[src/sled_pkg.sv]
// Purpose: Shared constants and types for the status indicator logic
// Assumes: 50 MHz module clock, 32-bit AHB-Lite register bus
// Notes:   Two input and two output channels
package sled_pkg;
  localparam int          CLK_HZ        = 50_000_000; // Module clock rate
  localparam int          PULSE_MS      = 75;         // Access pulse length
  localparam int          PULSE_CYC     = CLK_HZ / 1000 * PULSE_MS;
  localparam int          BLINK_CYC     = 12_500_000; // Alternation half period
  localparam int          NCH           = 2;          // Channels per direction
  localparam logic [7:0]  OFS_CTRL      = 8'h00;      // Channel control
  localparam logic [7:0]  OFS_ERRS      = 8'h04;      // Latched errors, read
  localparam logic [7:0]  OFS_IRQ_STAT  = 8'h08;      // Sticky events
  localparam logic [7:0]  OFS_IRQ_MASK  = 8'h0C;      // Event mask
  localparam logic [7:0]  OFS_RESET     = 8'h10;      // Write 1: clear errors
  localparam logic [1:0]  HTRANS_NONSEQ = 2'h2;       // Bus transfer type
  localparam int          ERRW          = 9;          // Error vector width
  // Indicator colours
  typedef enum logic [1:0] {
    SLED_OFF, SLED_AMBER, SLED_GREEN, SLED_RED
  } sled_color_t;
  // Error cause bits
  localparam int E_TEMP = 0;
  localparam int E_SUPPLY = 1;
  localparam int E_PLL = 2;
  localparam int E_CLK100 = 3;
  localparam int E_OVOLT = 4;
  localparam int E_OCURR = 5;
  localparam int E_OVLD = 6;
  localparam int E_UFLOW = 7;
  localparam int E_HWFAIL = 8;
  // Hardware status inputs grouped together
  typedef struct packed {
    logic            ready;      // Module functional and programmable
    logic            rail_fault; // Backplane rail problem
    logic            tb_switch;  // Timebase change in progress
    logic            ext_tb;     // External 100 MHz timebase selected
    logic            clk100_ok;  // Backplane 100 MHz clock present
    logic            pll_lock;   // PLL locked
    logic            over_temp;  // Board overheated
    logic            supply_bad; // Supply out of range
    logic            ovolt;      // External overvoltage
    logic            ocurr;      // External overcurrent
    logic            ovld;       // Overload
    logic            hw_fail;    // Internal failure
    logic [NCH-1:0]  ai_uflow;   // Input channel underflow
    logic [NCH-1:0]  ao_uflow;   // Output channel underflow
  } sled_hw_t;
endpackage

[src/sled_top.sv]
// Purpose: Front panel status indicator logic with AHB-Lite registers
// Assumes: Status inputs are asynchronous and pass two flip-flops
// Notes:   Colour outputs are 2-bit sled_color_t codes
// Overview
// The block watches a bundle of asynchronous status levels from the
// module and a small AHB-Lite register window. From them it derives
// four kinds of lamp: the bus access lamp, the activity lamp and one
// lamp per input and per output channel. Every lamp is a two bit
// colour code, off, amber, green or red, and each one is registered
// so that the panel never sees a combinational glitch.
//
// Status inputs
// All status levels come from other parts of the module and are not
// related to this clock. They pass a two stage synchroniser before any
// logic reads them. Only the second stage is read; the first stage is
// left alone so that a metastable value has a full cycle to settle.
// A level therefore reaches a lamp three cycles after it is sampled,
// and an error reaches a lamp four cycles after it is sampled, since
// it passes the error latch as well.
//
// Error handling
// Errors are sticky. Once an error source has been seen the matching
// latch stays set until software writes the clear register. A cause
// that is still present when the clear is written sets its latch
// again at once, so a live fault can never be hidden by a clear.
// Board errors turn the activity lamp and every channel lamp red. A streaming underflow turns only
// the lamp of its own channel red, together with the activity lamp.
// Red wins over every other display, including the alternating one
// shown while the timebase changes.
//
// Limitations
// The pulse and alternation spans are long counts of the module
// clock. They are fixed in the package and are not parameters.
// A lamp that is red for a board error cannot show channel detail;
// software must read the error register to find the cause.
//
// Register window (byte offsets, one word each)
//   0x00 Channel control, read and write
//        [1:0] input armed, [3:2] input running,
//        [5:4] output armed, [7:6] output running.
//        Running beats armed when both are set.
//   0x04 Latched errors, read only
//        [8:0] board error causes, [13:12] input underflow,
//        [15:14] output underflow.
//   0x08 Event status, a read clears it
//        bit 0 access, bit 1 error seen, bit 2 underflow.
//        An event in the cycle of the clearing read still sets.
//   0x0C Event mask, same layout as the event status.
//   0x10 Clear, write bit 0 as one to clear errors and control.
// Unmapped reads give zero; unmapped writes are ignored.
//
// Bus timing
// The slave never stretches a transfer: hreadyout is tied high and
// hresp is tied to OKAY. An address phase is taken when hsel, hready
// and a NONSEQ transfer type meet at a rising edge. Write data are
// taken in the following cycle. Read data are registered at the end
// of the address phase, so they stand through the data phase and
// hold until the next read. Back to back transfers are allowed.
//
// Interrupt
// The interrupt line is a level, high while any event status bit is
// set and unmasked. It is registered and so lags the status by one
// cycle.
//
// The AHB-Lite register port and the address map were decided locally.
`timescale 1ns/1ps
module sled_top (
  input  wire logic                    clk,
  input  wire logic                    rst,
  input  wire logic                    hsel,
  input  wire logic [31:0]             haddr,
  input  wire logic [1:0]              htrans,
  input  wire logic                    hwrite,
  input  wire logic [2:0]              hsize,
  input  wire logic [31:0]             hwdata,
  input  wire logic                    hready,
  output logic      [31:0]             hrdata,
  output logic                         hreadyout,
  output logic                         hresp,
  input  wire sled_pkg::sled_hw_t      hw_in,
  output logic                         irq,
  output sled_pkg::sled_color_t        access_led,
  output sled_pkg::sled_color_t        active_led,
  output sled_pkg::sled_color_t [1:0]  ai_led,
  output sled_pkg::sled_color_t [1:0]  ao_led
);
  localparam int N = sled_pkg::NCH;
  localparam int EW = sled_pkg::ERRW;

  // Synchroniser stages for hardware status
  sled_pkg::sled_hw_t  hw_s1_reg, hw_s2_reg;
  // Bus address phase capture
  logic                wr_pend_reg, wr_pend_next;
  logic                rd_pend_reg, rd_pend_next;
  logic [7:0]          addr_reg, addr_next;
  logic [31:0]         rdata_reg, rdata_next;
  // Control: [1:0] ai arm, [3:2] ai run, [5:4] ao arm, [7:6] ao run
  logic [4*N-1:0]      ctrl_reg, ctrl_next;
  // Latched board errors and per channel underflow
  logic [EW-1:0]       err_reg, err_next;
  logic [N-1:0]        ai_uf_reg, ai_uf_next;
  logic [N-1:0]        ao_uf_reg, ao_uf_next;
  // Events: bit0 access, bit1 any error cause including underflow, bit2 underflow
  logic [2:0]          stat_reg, stat_next;
  logic [2:0]          mask_reg, mask_next;
  // Access pulse and alternation timers
  logic [31:0]         pulse_reg, pulse_next;
  logic [31:0]         blink_reg, blink_next;
  logic                phase_reg, phase_next;
  // Registered outputs
  sled_pkg::sled_color_t        acc_next, act_next;
  sled_pkg::sled_color_t [1:0]  ai_next, ao_next;
  logic                         irq_next;

  // Board error source vector
  logic [EW-1:0] err_src;
  logic          access_ev, any_err, any_uf;
  logic          brd_err;  // Latched board error, underflow excluded

  // Shows one channel from its arm, run and error state
  function automatic sled_pkg::sled_color_t chan_color(
    input logic arm, input logic run, input logic err,
    input logic sw, input logic ph);
    if (err)      chan_color = sled_pkg::SLED_RED;
    else if (sw)  chan_color = ph ? sled_pkg::SLED_GREEN
                                  : sled_pkg::SLED_AMBER;
    else if (run) chan_color = sled_pkg::SLED_GREEN;
    else if (arm) chan_color = sled_pkg::SLED_AMBER;
    else          chan_color = sled_pkg::SLED_OFF;
  endfunction

  // Two stage synchroniser for status pins
  // The reset value of zero makes the PLL look unlocked for the first
  // cycles after reset; software clears that latch once the lock is
  // seen. Resetting to one instead would hide a real unlock at power up.
  always_ff @(posedge clk or posedge rst) begin
    if (rst) begin
      hw_s1_reg <= '0;
      hw_s2_reg <= '0;
    end else begin
      hw_s1_reg <= hw_in;
      hw_s2_reg <= hw_s1_reg;
    end
  end

  // Error sources from synchronised status
  always_comb begin
    err_src = '0;
    err_src[sled_pkg::E_TEMP]   = hw_s2_reg.over_temp;
    err_src[sled_pkg::E_SUPPLY] = hw_s2_reg.supply_bad;
    err_src[sled_pkg::E_PLL]    = ~hw_s2_reg.pll_lock;
    err_src[sled_pkg::E_CLK100] = hw_s2_reg.ext_tb
                                  & ~hw_s2_reg.clk100_ok;
    err_src[sled_pkg::E_OVOLT]  = hw_s2_reg.ovolt;
    err_src[sled_pkg::E_OCURR]  = hw_s2_reg.ocurr;
    err_src[sled_pkg::E_OVLD]   = hw_s2_reg.ovld;
    err_src[sled_pkg::E_UFLOW]  = |hw_s2_reg.ai_uflow
                                  | (|hw_s2_reg.ao_uflow);
    err_src[sled_pkg::E_HWFAIL] = hw_s2_reg.hw_fail;
  end

  // Bus, registers, errors, timers and indicators
  // All next state values are formed here and registered below.
  // Order of the sections matters where two of them touch the same
  // value: the software clear comes after the error accumulation so
  // that it wins over history but not over a live cause, and the
  // event sets come after the clearing read so that an event in the
  // cycle of the read is not lost.
  always_comb begin
    wr_pend_next = 1'b0;
    rd_pend_next = 1'b0;
    addr_next    = addr_reg;
    rdata_next   = rdata_reg;
    ctrl_next    = ctrl_reg;
    mask_next    = mask_reg;
    access_ev    = 1'b0;
    // Address phase
    if (hsel && hready && htrans == sled_pkg::HTRANS_NONSEQ) begin
      access_ev    = 1'b1;
      wr_pend_next = hwrite;
      rd_pend_next = ~hwrite;
      addr_next    = haddr[7:0];
    end
    // Error latches hold until a module reset
    err_next   = err_reg | err_src;
    ai_uf_next = ai_uf_reg | hw_s2_reg.ai_uflow;
    ao_uf_next = ao_uf_reg | hw_s2_reg.ao_uflow;
    any_err    = |err_src;
    any_uf     = |hw_s2_reg.ai_uflow | (|hw_s2_reg.ao_uflow);
    // Underflow stays per channel, so it is kept out of the board term
    brd_err    = |(err_reg & ~(EW'(1) << sled_pkg::E_UFLOW));
    stat_next  = stat_reg;
    // Write data phase
    if (wr_pend_reg) begin
      case (addr_reg)
        sled_pkg::OFS_CTRL:     ctrl_next = hwdata[4*N-1:0];
        sled_pkg::OFS_IRQ_MASK: mask_next = hwdata[2:0];
        sled_pkg::OFS_RESET: begin
          if (hwdata[0]) begin
            // Software module reset clears errors; live causes re-set
            err_next   = err_src;
            ai_uf_next = hw_s2_reg.ai_uflow;
            ao_uf_next = hw_s2_reg.ao_uflow;
            ctrl_next  = '0;
          end
        end
        default: ;
      endcase
    end
    // Read data, one cycle after address phase
    if (rd_pend_next) begin
      case (haddr[7:0])
        sled_pkg::OFS_CTRL:     rdata_next = 32'(ctrl_reg);
        sled_pkg::OFS_ERRS:     rdata_next = {16'h0000,
                                  2'(ao_uf_reg), 2'(ai_uf_reg),
                                  3'h0, err_reg};
        sled_pkg::OFS_IRQ_STAT: rdata_next = 32'(stat_reg);
        sled_pkg::OFS_IRQ_MASK: rdata_next = 32'(mask_reg);
        default:                rdata_next = 32'h00000000;
      endcase
      // Read of status clears it
      if (haddr[7:0] == sled_pkg::OFS_IRQ_STAT) stat_next = '0;
    end
    // Events set over the read clear
    if (access_ev) stat_next[0] = 1'b1;
    if (any_err)   stat_next[1] = 1'b1;
    if (any_uf)    stat_next[2] = 1'b1;
    irq_next = |(stat_reg & mask_reg);
    // Access pulse timer restarts on each access
    if (access_ev)           pulse_next = 32'(sled_pkg::PULSE_CYC);
    else if (pulse_reg != 0) pulse_next = pulse_reg - 32'd1;
    else                     pulse_next = pulse_reg;
    // Alternation timer
    if (blink_reg == 32'(sled_pkg::BLINK_CYC - 1)) begin
      blink_next = '0;
      phase_next = ~phase_reg;
    end else begin
      blink_next = blink_reg + 32'd1;
      phase_next = phase_reg;
    end
    // Access indicator
    if (!hw_s2_reg.ready || hw_s2_reg.rail_fault)
      acc_next = sled_pkg::SLED_OFF;
    else if (pulse_reg != 0)
      acc_next = sled_pkg::SLED_AMBER;
    else
      acc_next = sled_pkg::SLED_GREEN;
    // Activity indicator, red first
    if (|err_reg || |ai_uf_reg || |ao_uf_reg)
      act_next = sled_pkg::SLED_RED;
    else if (hw_s2_reg.tb_switch)
      act_next = phase_reg ? sled_pkg::SLED_GREEN
                           : sled_pkg::SLED_AMBER;
    else if (|ctrl_reg[2*N-1:N] || |ctrl_reg[4*N-1:3*N])
      act_next = sled_pkg::SLED_GREEN;
    else if (|ctrl_reg[N-1:0] || |ctrl_reg[3*N-1:2*N])
      act_next = sled_pkg::SLED_AMBER;
    else
      act_next = sled_pkg::SLED_OFF;
    // Channel indicators
    for (int i = 0; i < N; i++) begin
      ai_next[i] = chan_color(ctrl_reg[i], ctrl_reg[N+i],
                     brd_err | ai_uf_reg[i],
                     hw_s2_reg.tb_switch, phase_reg);
      ao_next[i] = chan_color(ctrl_reg[2*N+i], ctrl_reg[3*N+i],
                     brd_err | ao_uf_reg[i],
                     hw_s2_reg.tb_switch, phase_reg);
    end
  end

  // Register all state and outputs
  // Every lamp output and irq are taken straight from a flip-flop here, so the
  // lamps and the interrupt change only on the clock edge.
  always_ff @(posedge clk or posedge rst) begin
    if (rst) begin
      wr_pend_reg <= 1'b0;
      rd_pend_reg <= 1'b0;
      addr_reg    <= '0;
      rdata_reg   <= '0;
      ctrl_reg    <= '0;
      err_reg     <= '0;
      ai_uf_reg   <= '0;
      ao_uf_reg   <= '0;
      stat_reg    <= '0;
      mask_reg    <= '0;
      pulse_reg   <= '0;
      blink_reg   <= '0;
      phase_reg   <= 1'b0;
      irq         <= 1'b0;
      access_led  <= sled_pkg::SLED_OFF;
      active_led  <= sled_pkg::SLED_OFF;
      ai_led      <= '{default: sled_pkg::SLED_OFF};
      ao_led      <= '{default: sled_pkg::SLED_OFF};
    end else begin
      wr_pend_reg <= wr_pend_next;
      rd_pend_reg <= rd_pend_next;
      addr_reg    <= addr_next;
      rdata_reg   <= rdata_next;
      ctrl_reg    <= ctrl_next;
      err_reg     <= err_next;
      ai_uf_reg   <= ai_uf_next;
      ao_uf_reg   <= ao_uf_next;
      stat_reg    <= stat_next;
      mask_reg    <= mask_next;
      pulse_reg   <= pulse_next;
      blink_reg   <= blink_next;
      phase_reg   <= phase_next;
      irq         <= irq_next;
      access_led  <= acc_next;
      active_led  <= act_next;
      ai_led      <= ai_next;
      ao_led      <= ao_next;
    end
  end

  // Zero wait state slave, always OKAY
  assign hrdata    = rdata_reg;
  assign hreadyout = 1'b1;
  assign hresp     = 1'b0;
endmodule

[config.mk]
export PLATFORM = sky130hd
export DESIGN_NAME = sled_top
export DESIGN_NICKNAME = d
export VERILOG_FILES = /design/src/sled_pkg.sv /design/src/sled_top.sv
export SDC_FILE = /design/constraint.sdc
export NUM_CORES = 1
export LEC_CHECK = 0
export ABC_AREA = 1
export ABC_CLOCK_PERIOD_IN_PS = 8000
export BUFFER_PORTS_ARGS = -buffer_cell sky130_fd_sc_hd__buf_4
export CORE_ASPECT_RATIO = 1.2
export CORE_MARGIN = 4
export CORE_UTILIZATION = 50
export DETAILED_ROUTE_END_ITERATION = 10
export GPL_TIMING_DRIVEN = 0
export PLACE_DENSITY = 0.78
export SLEW_MARGIN = 15
export SYNTH_ARGS = -nofsm -noshare
export SYNTH_HDL_FRONTEND = slang
export SYNTH_SLANG_ARGS = --single-unit
[constraint.sdc]
create_clock -name clk -period 8 [get_ports clk]
set_clock_uncertainty 0.2 [all_clocks]
set_input_delay 1.6 -clock clk [delete_from_list [all_inputs] [get_ports clk]]
set_output_delay 1.6 -clock clk [all_outputs]
set_load 0.01 [all_outputs]
==> impl_summary.txt <==
----------------------------------------------------
[Yosys]
  Sequential cell area fraction in the yosys report ... between 50% and 60%
  #FFs+latches synth ... 159
  Number of cells produced by synthesis ... slightly below 1000
  Mean post-synth cell area ... roughly 8 µm²
  Yosys synthesis warning count ... 0
  Mapped cell area ... just under 0.008 mm²
  Post-Synth Simple-Gate Area ... roughly a third
  Arithmetic-cell share of the synthesized area counting full adders, half adders and majority gates ... 0.3241%
  Post-synthesis xor/xnor area fraction ... approximately 1.9%
  Multiplexer share of the synthesized area ... less than 1%
  Largest family of logic cells by synthesized area ... simple AND/OR/NAND/NOR gates
  Number of distinct library cells after synthesis ... 36
  Compound-Gate Fraction of Synth Area ... under 10%

[Setup path]
  Worst EP required ... 8.16 ns
  Arrival time at the worst endpoint ... 2.95 ns
  CP Capture Type ... flip-flop
  Critical path class ... primary input to flip-flop
  Setup slack of the worst register-to-register path ... slightly below 6 ns
  Critical-path maximum fanout ... 10
  Critical Path Source Type ... primary input

[Global route]
  First-pass GRT wire length ... about 30000 µm
  Total grt overflow ... 0
  Via count of the first global-routing pass ... about 6200
  Overall global routing resource usage ... between 20% and 30%
  Initial antenna violation count ... 0
  Maximum number of pins on one net before global-route repair ... 85

[Clocking]
  Buffers inserted by post-CTS timing repair ... 0
  Hold buffer count at CTS ... 0
  Resized Gates After CTS ... 0
  Number of levels the H-tree was split into ... 4
  Clock-pin transition on the worst setup and hold timing paths ... ~0.070 ns
  Clock latency reported for the late side of the worst-skew pair ... between 0.4 and 0.5 ns
  Cell at the root of the clock tree ... sky130_fd_sc_hd__clkbuf_16
  Total clock sinks ... 159
  Clock buffer count from CTS ... 17
  Clock tree from TritonCTS ... built
  Maximum buffer depth of the clock tree ... 2

[Power and ir drop]
  Combinational fraction of design power ... 9.0%
  Net Switching ... between 500 and 600 µW
  Relative contribution of sequential cells to total power ... a little under half
  Clock share of power ... a little over two fifths
  Leak ... about 4.6 nW
  Overall power consumption ... 1.857 mW
  VDD IR max ... approximately 140 µV
  Switching part of the total power ... 27.00%
  Internal ... about 1.4 mW
  Power density over the cells ... ~200 mW/mm²

[Drt]
  Post-DRT Antenna Nets ... 0
  Final routed DRC violation total ... 0
  Routed WL ... ~18000 µm
  Router iterations before antenna repair ... 5
  Total number of vias ... 6404
  Post-DR wirelength/cell ... ~14 µm
  First DRT Iteration DRCs ... 600
  Detail-routed via count per cell ... ~5

[Layout]
  Number of standard cells in the layout, taps in and fillers out ... roughly 1300
  Signed area change from the synthesized netlist to the final layout ... 18.56%
  Number of fill cells in the layout ... between 1000 and 1500
  Fraction of layout cells with a size suffix above 1 ... between 10% and 20%
  Final-stage net count ... about 1200
  Final Cell Area ... 0.009153 mm²
  ANT cells ... 0

[Die]
  Die Ht ... 144.1 µm
  Boundary Pins ... around 140
  Total Die Area ... 0.01750 mm²
  Area of the core ... around 0.015 mm²
  Die boundary width ... ~120 µm
  Starting density of the core ... between 50% and 60%
  Core Rows ... between 40 and 50

[STA]
  Final-report hold violation count ... 0
  Fin crit period ... approximately 2.8 ns
  Pins over their slew limit ... 0
  Final setup vio count ... 0
  Final cycle utilization of the critical path ... between 30% and 40%
  Achievable clock frequency ... around 360 MHz
  Setup TNS ... 0 ns
  Slew HR ... between 50% and 60%
  Worst hold slack after final layout ... roughly 0.15 ns
  Worst slew pin tran ... between 0.6 and 0.7 ns
  Unrepaired setup endpoints after global routing ... no

[Place]
  Cells after DPL ... between 1000 and 1500
  Routability-driven placement congestion ratio ... around 0.94
  Buffers on Ports ... 64
  Total cell area at the placement stage ... 0.008562 mm²
  Detail Placement HPWL ... approximately 13000 µm

[Worst hold path]
  Class of the tightest hold or removal check ... flip-flop to flip-flop

[Job]
  Max_cap viols ... 0

[Outcome]
  Result of the run ... completed

----------------------------------------------------
## cell usage in the layout (no fill, tap or decap), types with 4 or more instances in the layout
cell,count
sky130_fd_sc_hd__nand4_1,25
sky130_fd_sc_hd__nand3_1,85
sky130_fd_sc_hd__nor2_2,12
sky130_fd_sc_hd__nor3_1,23
sky130_fd_sc_hd__nor2_1,146
sky130_fd_sc_hd__o21bai_1,5
sky130_fd_sc_hd__dfrtp_1,159
sky130_fd_sc_hd__clkbuf_1,8
sky130_fd_sc_hd__inv_1,114
sky130_fd_sc_hd__conb_1,21
sky130_fd_sc_hd__xor2_1,15
sky130_fd_sc_hd__buf_4,85
sky130_fd_sc_hd__a21oi_1,14
sky130_fd_sc_hd__a21o_1,6
sky130_fd_sc_hd__inv_6,6
sky130_fd_sc_hd__nand2_1,266
sky130_fd_sc_hd__inv_8,5
sky130_fd_sc_hd__o21ai_0,27
sky130_fd_sc_hd__nor3_2,4
sky130_fd_sc_hd__clkbuf_16,17
## cell usage after synthesis
library cell / n / area share, %
sky130_fd_sc_hd__a21o_1: 6 / 0.58
sky130_fd_sc_hd__a21oi_1: 14 / 0.91
sky130_fd_sc_hd__and3_1: 3 / 0.24
sky130_fd_sc_hd__buf_12: 1 / 0.26
sky130_fd_sc_hd__buf_2: 1 / 0.065
sky130_fd_sc_hd__buf_4: 21 / 2.0
sky130_fd_sc_hd__clkbuf_1: 7 / 0.34
sky130_fd_sc_hd__clkinv_2: 1 / 0.065
sky130_fd_sc_hd__conb_1: 2 / 0.097
sky130_fd_sc_hd__dfrtp_1: 159 / 52
sky130_fd_sc_hd__ha_1: 2 / 0.32
sky130_fd_sc_hd__inv_1: 115 / 5.6
sky130_fd_sc_hd__inv_2: 1 / 0.049
sky130_fd_sc_hd__mux2_2: 3 / 0.44
sky130_fd_sc_hd__nand2_1: 266 / 13
sky130_fd_sc_hd__nand2_2: 2 / 0.16
sky130_fd_sc_hd__nand2_4: 3 / 0.44
sky130_fd_sc_hd__nand3_1: 85 / 5.5
sky130_fd_sc_hd__nand3b_1: 2 / 0.19
sky130_fd_sc_hd__nand4_1: 25 / 2.0
sky130_fd_sc_hd__nor2_1: 146 / 7.1
sky130_fd_sc_hd__nor2_2: 12 / 0.97
sky130_fd_sc_hd__nor2_4: 3 / 0.44
sky130_fd_sc_hd__nor2_8: 2 / 0.52
sky130_fd_sc_hd__nor3_1: 23 / 1.5
sky130_fd_sc_hd__nor3_2: 4 / 0.52
sky130_fd_sc_hd__nor3b_1: 2 / 0.19
sky130_fd_sc_hd__nor4_1: 3 / 0.24
sky130_fd_sc_hd__o21ai_0: 27 / 1.8
sky130_fd_sc_hd__o21ai_1: 1 / 0.065
sky130_fd_sc_hd__o21bai_1: 5 / 0.49
sky130_fd_sc_hd__o31ai_1: 3 / 0.29
sky130_fd_sc_hd__o41ai_1: 1 / 0.11
sky130_fd_sc_hd__or2_2: 1 / 0.081
sky130_fd_sc_hd__xnor2_1: 2 / 0.23
sky130_fd_sc_hd__xor2_1: 15 / 1.7
## cell type report
cell class                 count  area (µm²)  share of cell area (%)
buffer                        30       209.0                   2.283
clock buffer                  18       429.2                   4.689
clock inverter                14       161.4                   1.764
inverter                     117       447.9                   4.894
multi-input combinational    682        3163                   34.56
sequential                   159        3979                   43.47
tap                          204       255.2                   2.789
timing repair buffer          65       508.0                   5.550
## path summary, 6_finish.rpt
| path | depth (start not counted) | to | startpoint |
|---|---|---|---|
| max in group asynchronous | 3 | hrdata[13] | rst |
| min in group asynchronous | 2 | blink_reg[24] | rst |
| worst min-delay path | 0 | err_src[6] | hw_s1_reg[5] |
| worst max register to register | 10 | pulse_reg[25] | pulse_reg[0] |
| worst max-delay path | 9 | hrdata[0] | haddr[4] |
| worst min register to register | 0 | err_src[6] | hw_s1_reg[5] |
## critical path, stage by stage
cell                      delay, ns
sky130_fd_sc_hd__buf_4         0.12
sky130_fd_sc_hd__inv_1         0.09
sky130_fd_sc_hd__nand2_1       0.07
sky130_fd_sc_hd__nor3_2        0.37
sky130_fd_sc_hd__buf_2         0.30
sky130_fd_sc_hd__nand3_1       0.10
sky130_fd_sc_hd__nand2_1       0.11
sky130_fd_sc_hd__o21ai_0       0.10
sky130_fd_sc_hd__nand2_1       0.08
## per-stage QoR
| step | setup slack, ns | util (%) |
|---|---|---|
| 3_3_place_gp | 0.2716 | 56.54 |
| 2_1_floorplan | 1.908 | - |
| 4_1_cts | 5.197 | 60.69 |
| 5_1_grt | 5.001 | 60.69 |
| 3_5_place_dp | 4.818 | 56.77 |
| 6_report | 5.212 | 60.69 |
## logic make-up after synthesis
family,after synthesis
AND/OR/NAND/NOR,582
flip-flops,159
buffers and inverters,147
AO/OA/AOI/OAI,57
XOR/XNOR,17
multiplexers,3
adder cells (fa/ha/maj),2
other,2
## power by group through the flow
stage	registers (mW)	clock network, mW	logic, mW
after floorplan	0.886	0	0.123
after CTS	0.881	0.821	0.170
after detailed placement	0.895	0	0.168
final	0.882	0.807	0.168
after global placement	0.894	0	0.161
after global routing	0.885	0.858	0.194
## layer usage
metal	routed length (µm)	vias up	global-route usage (%)
li1	-	3238	-
met1	7743	2971	28.43
met2	8684	158	35.46
met3	985	37	4.225
met4	349	0	7.670
met5	0	-	0
Note: power is estimated with default switching activity, not from simulation.
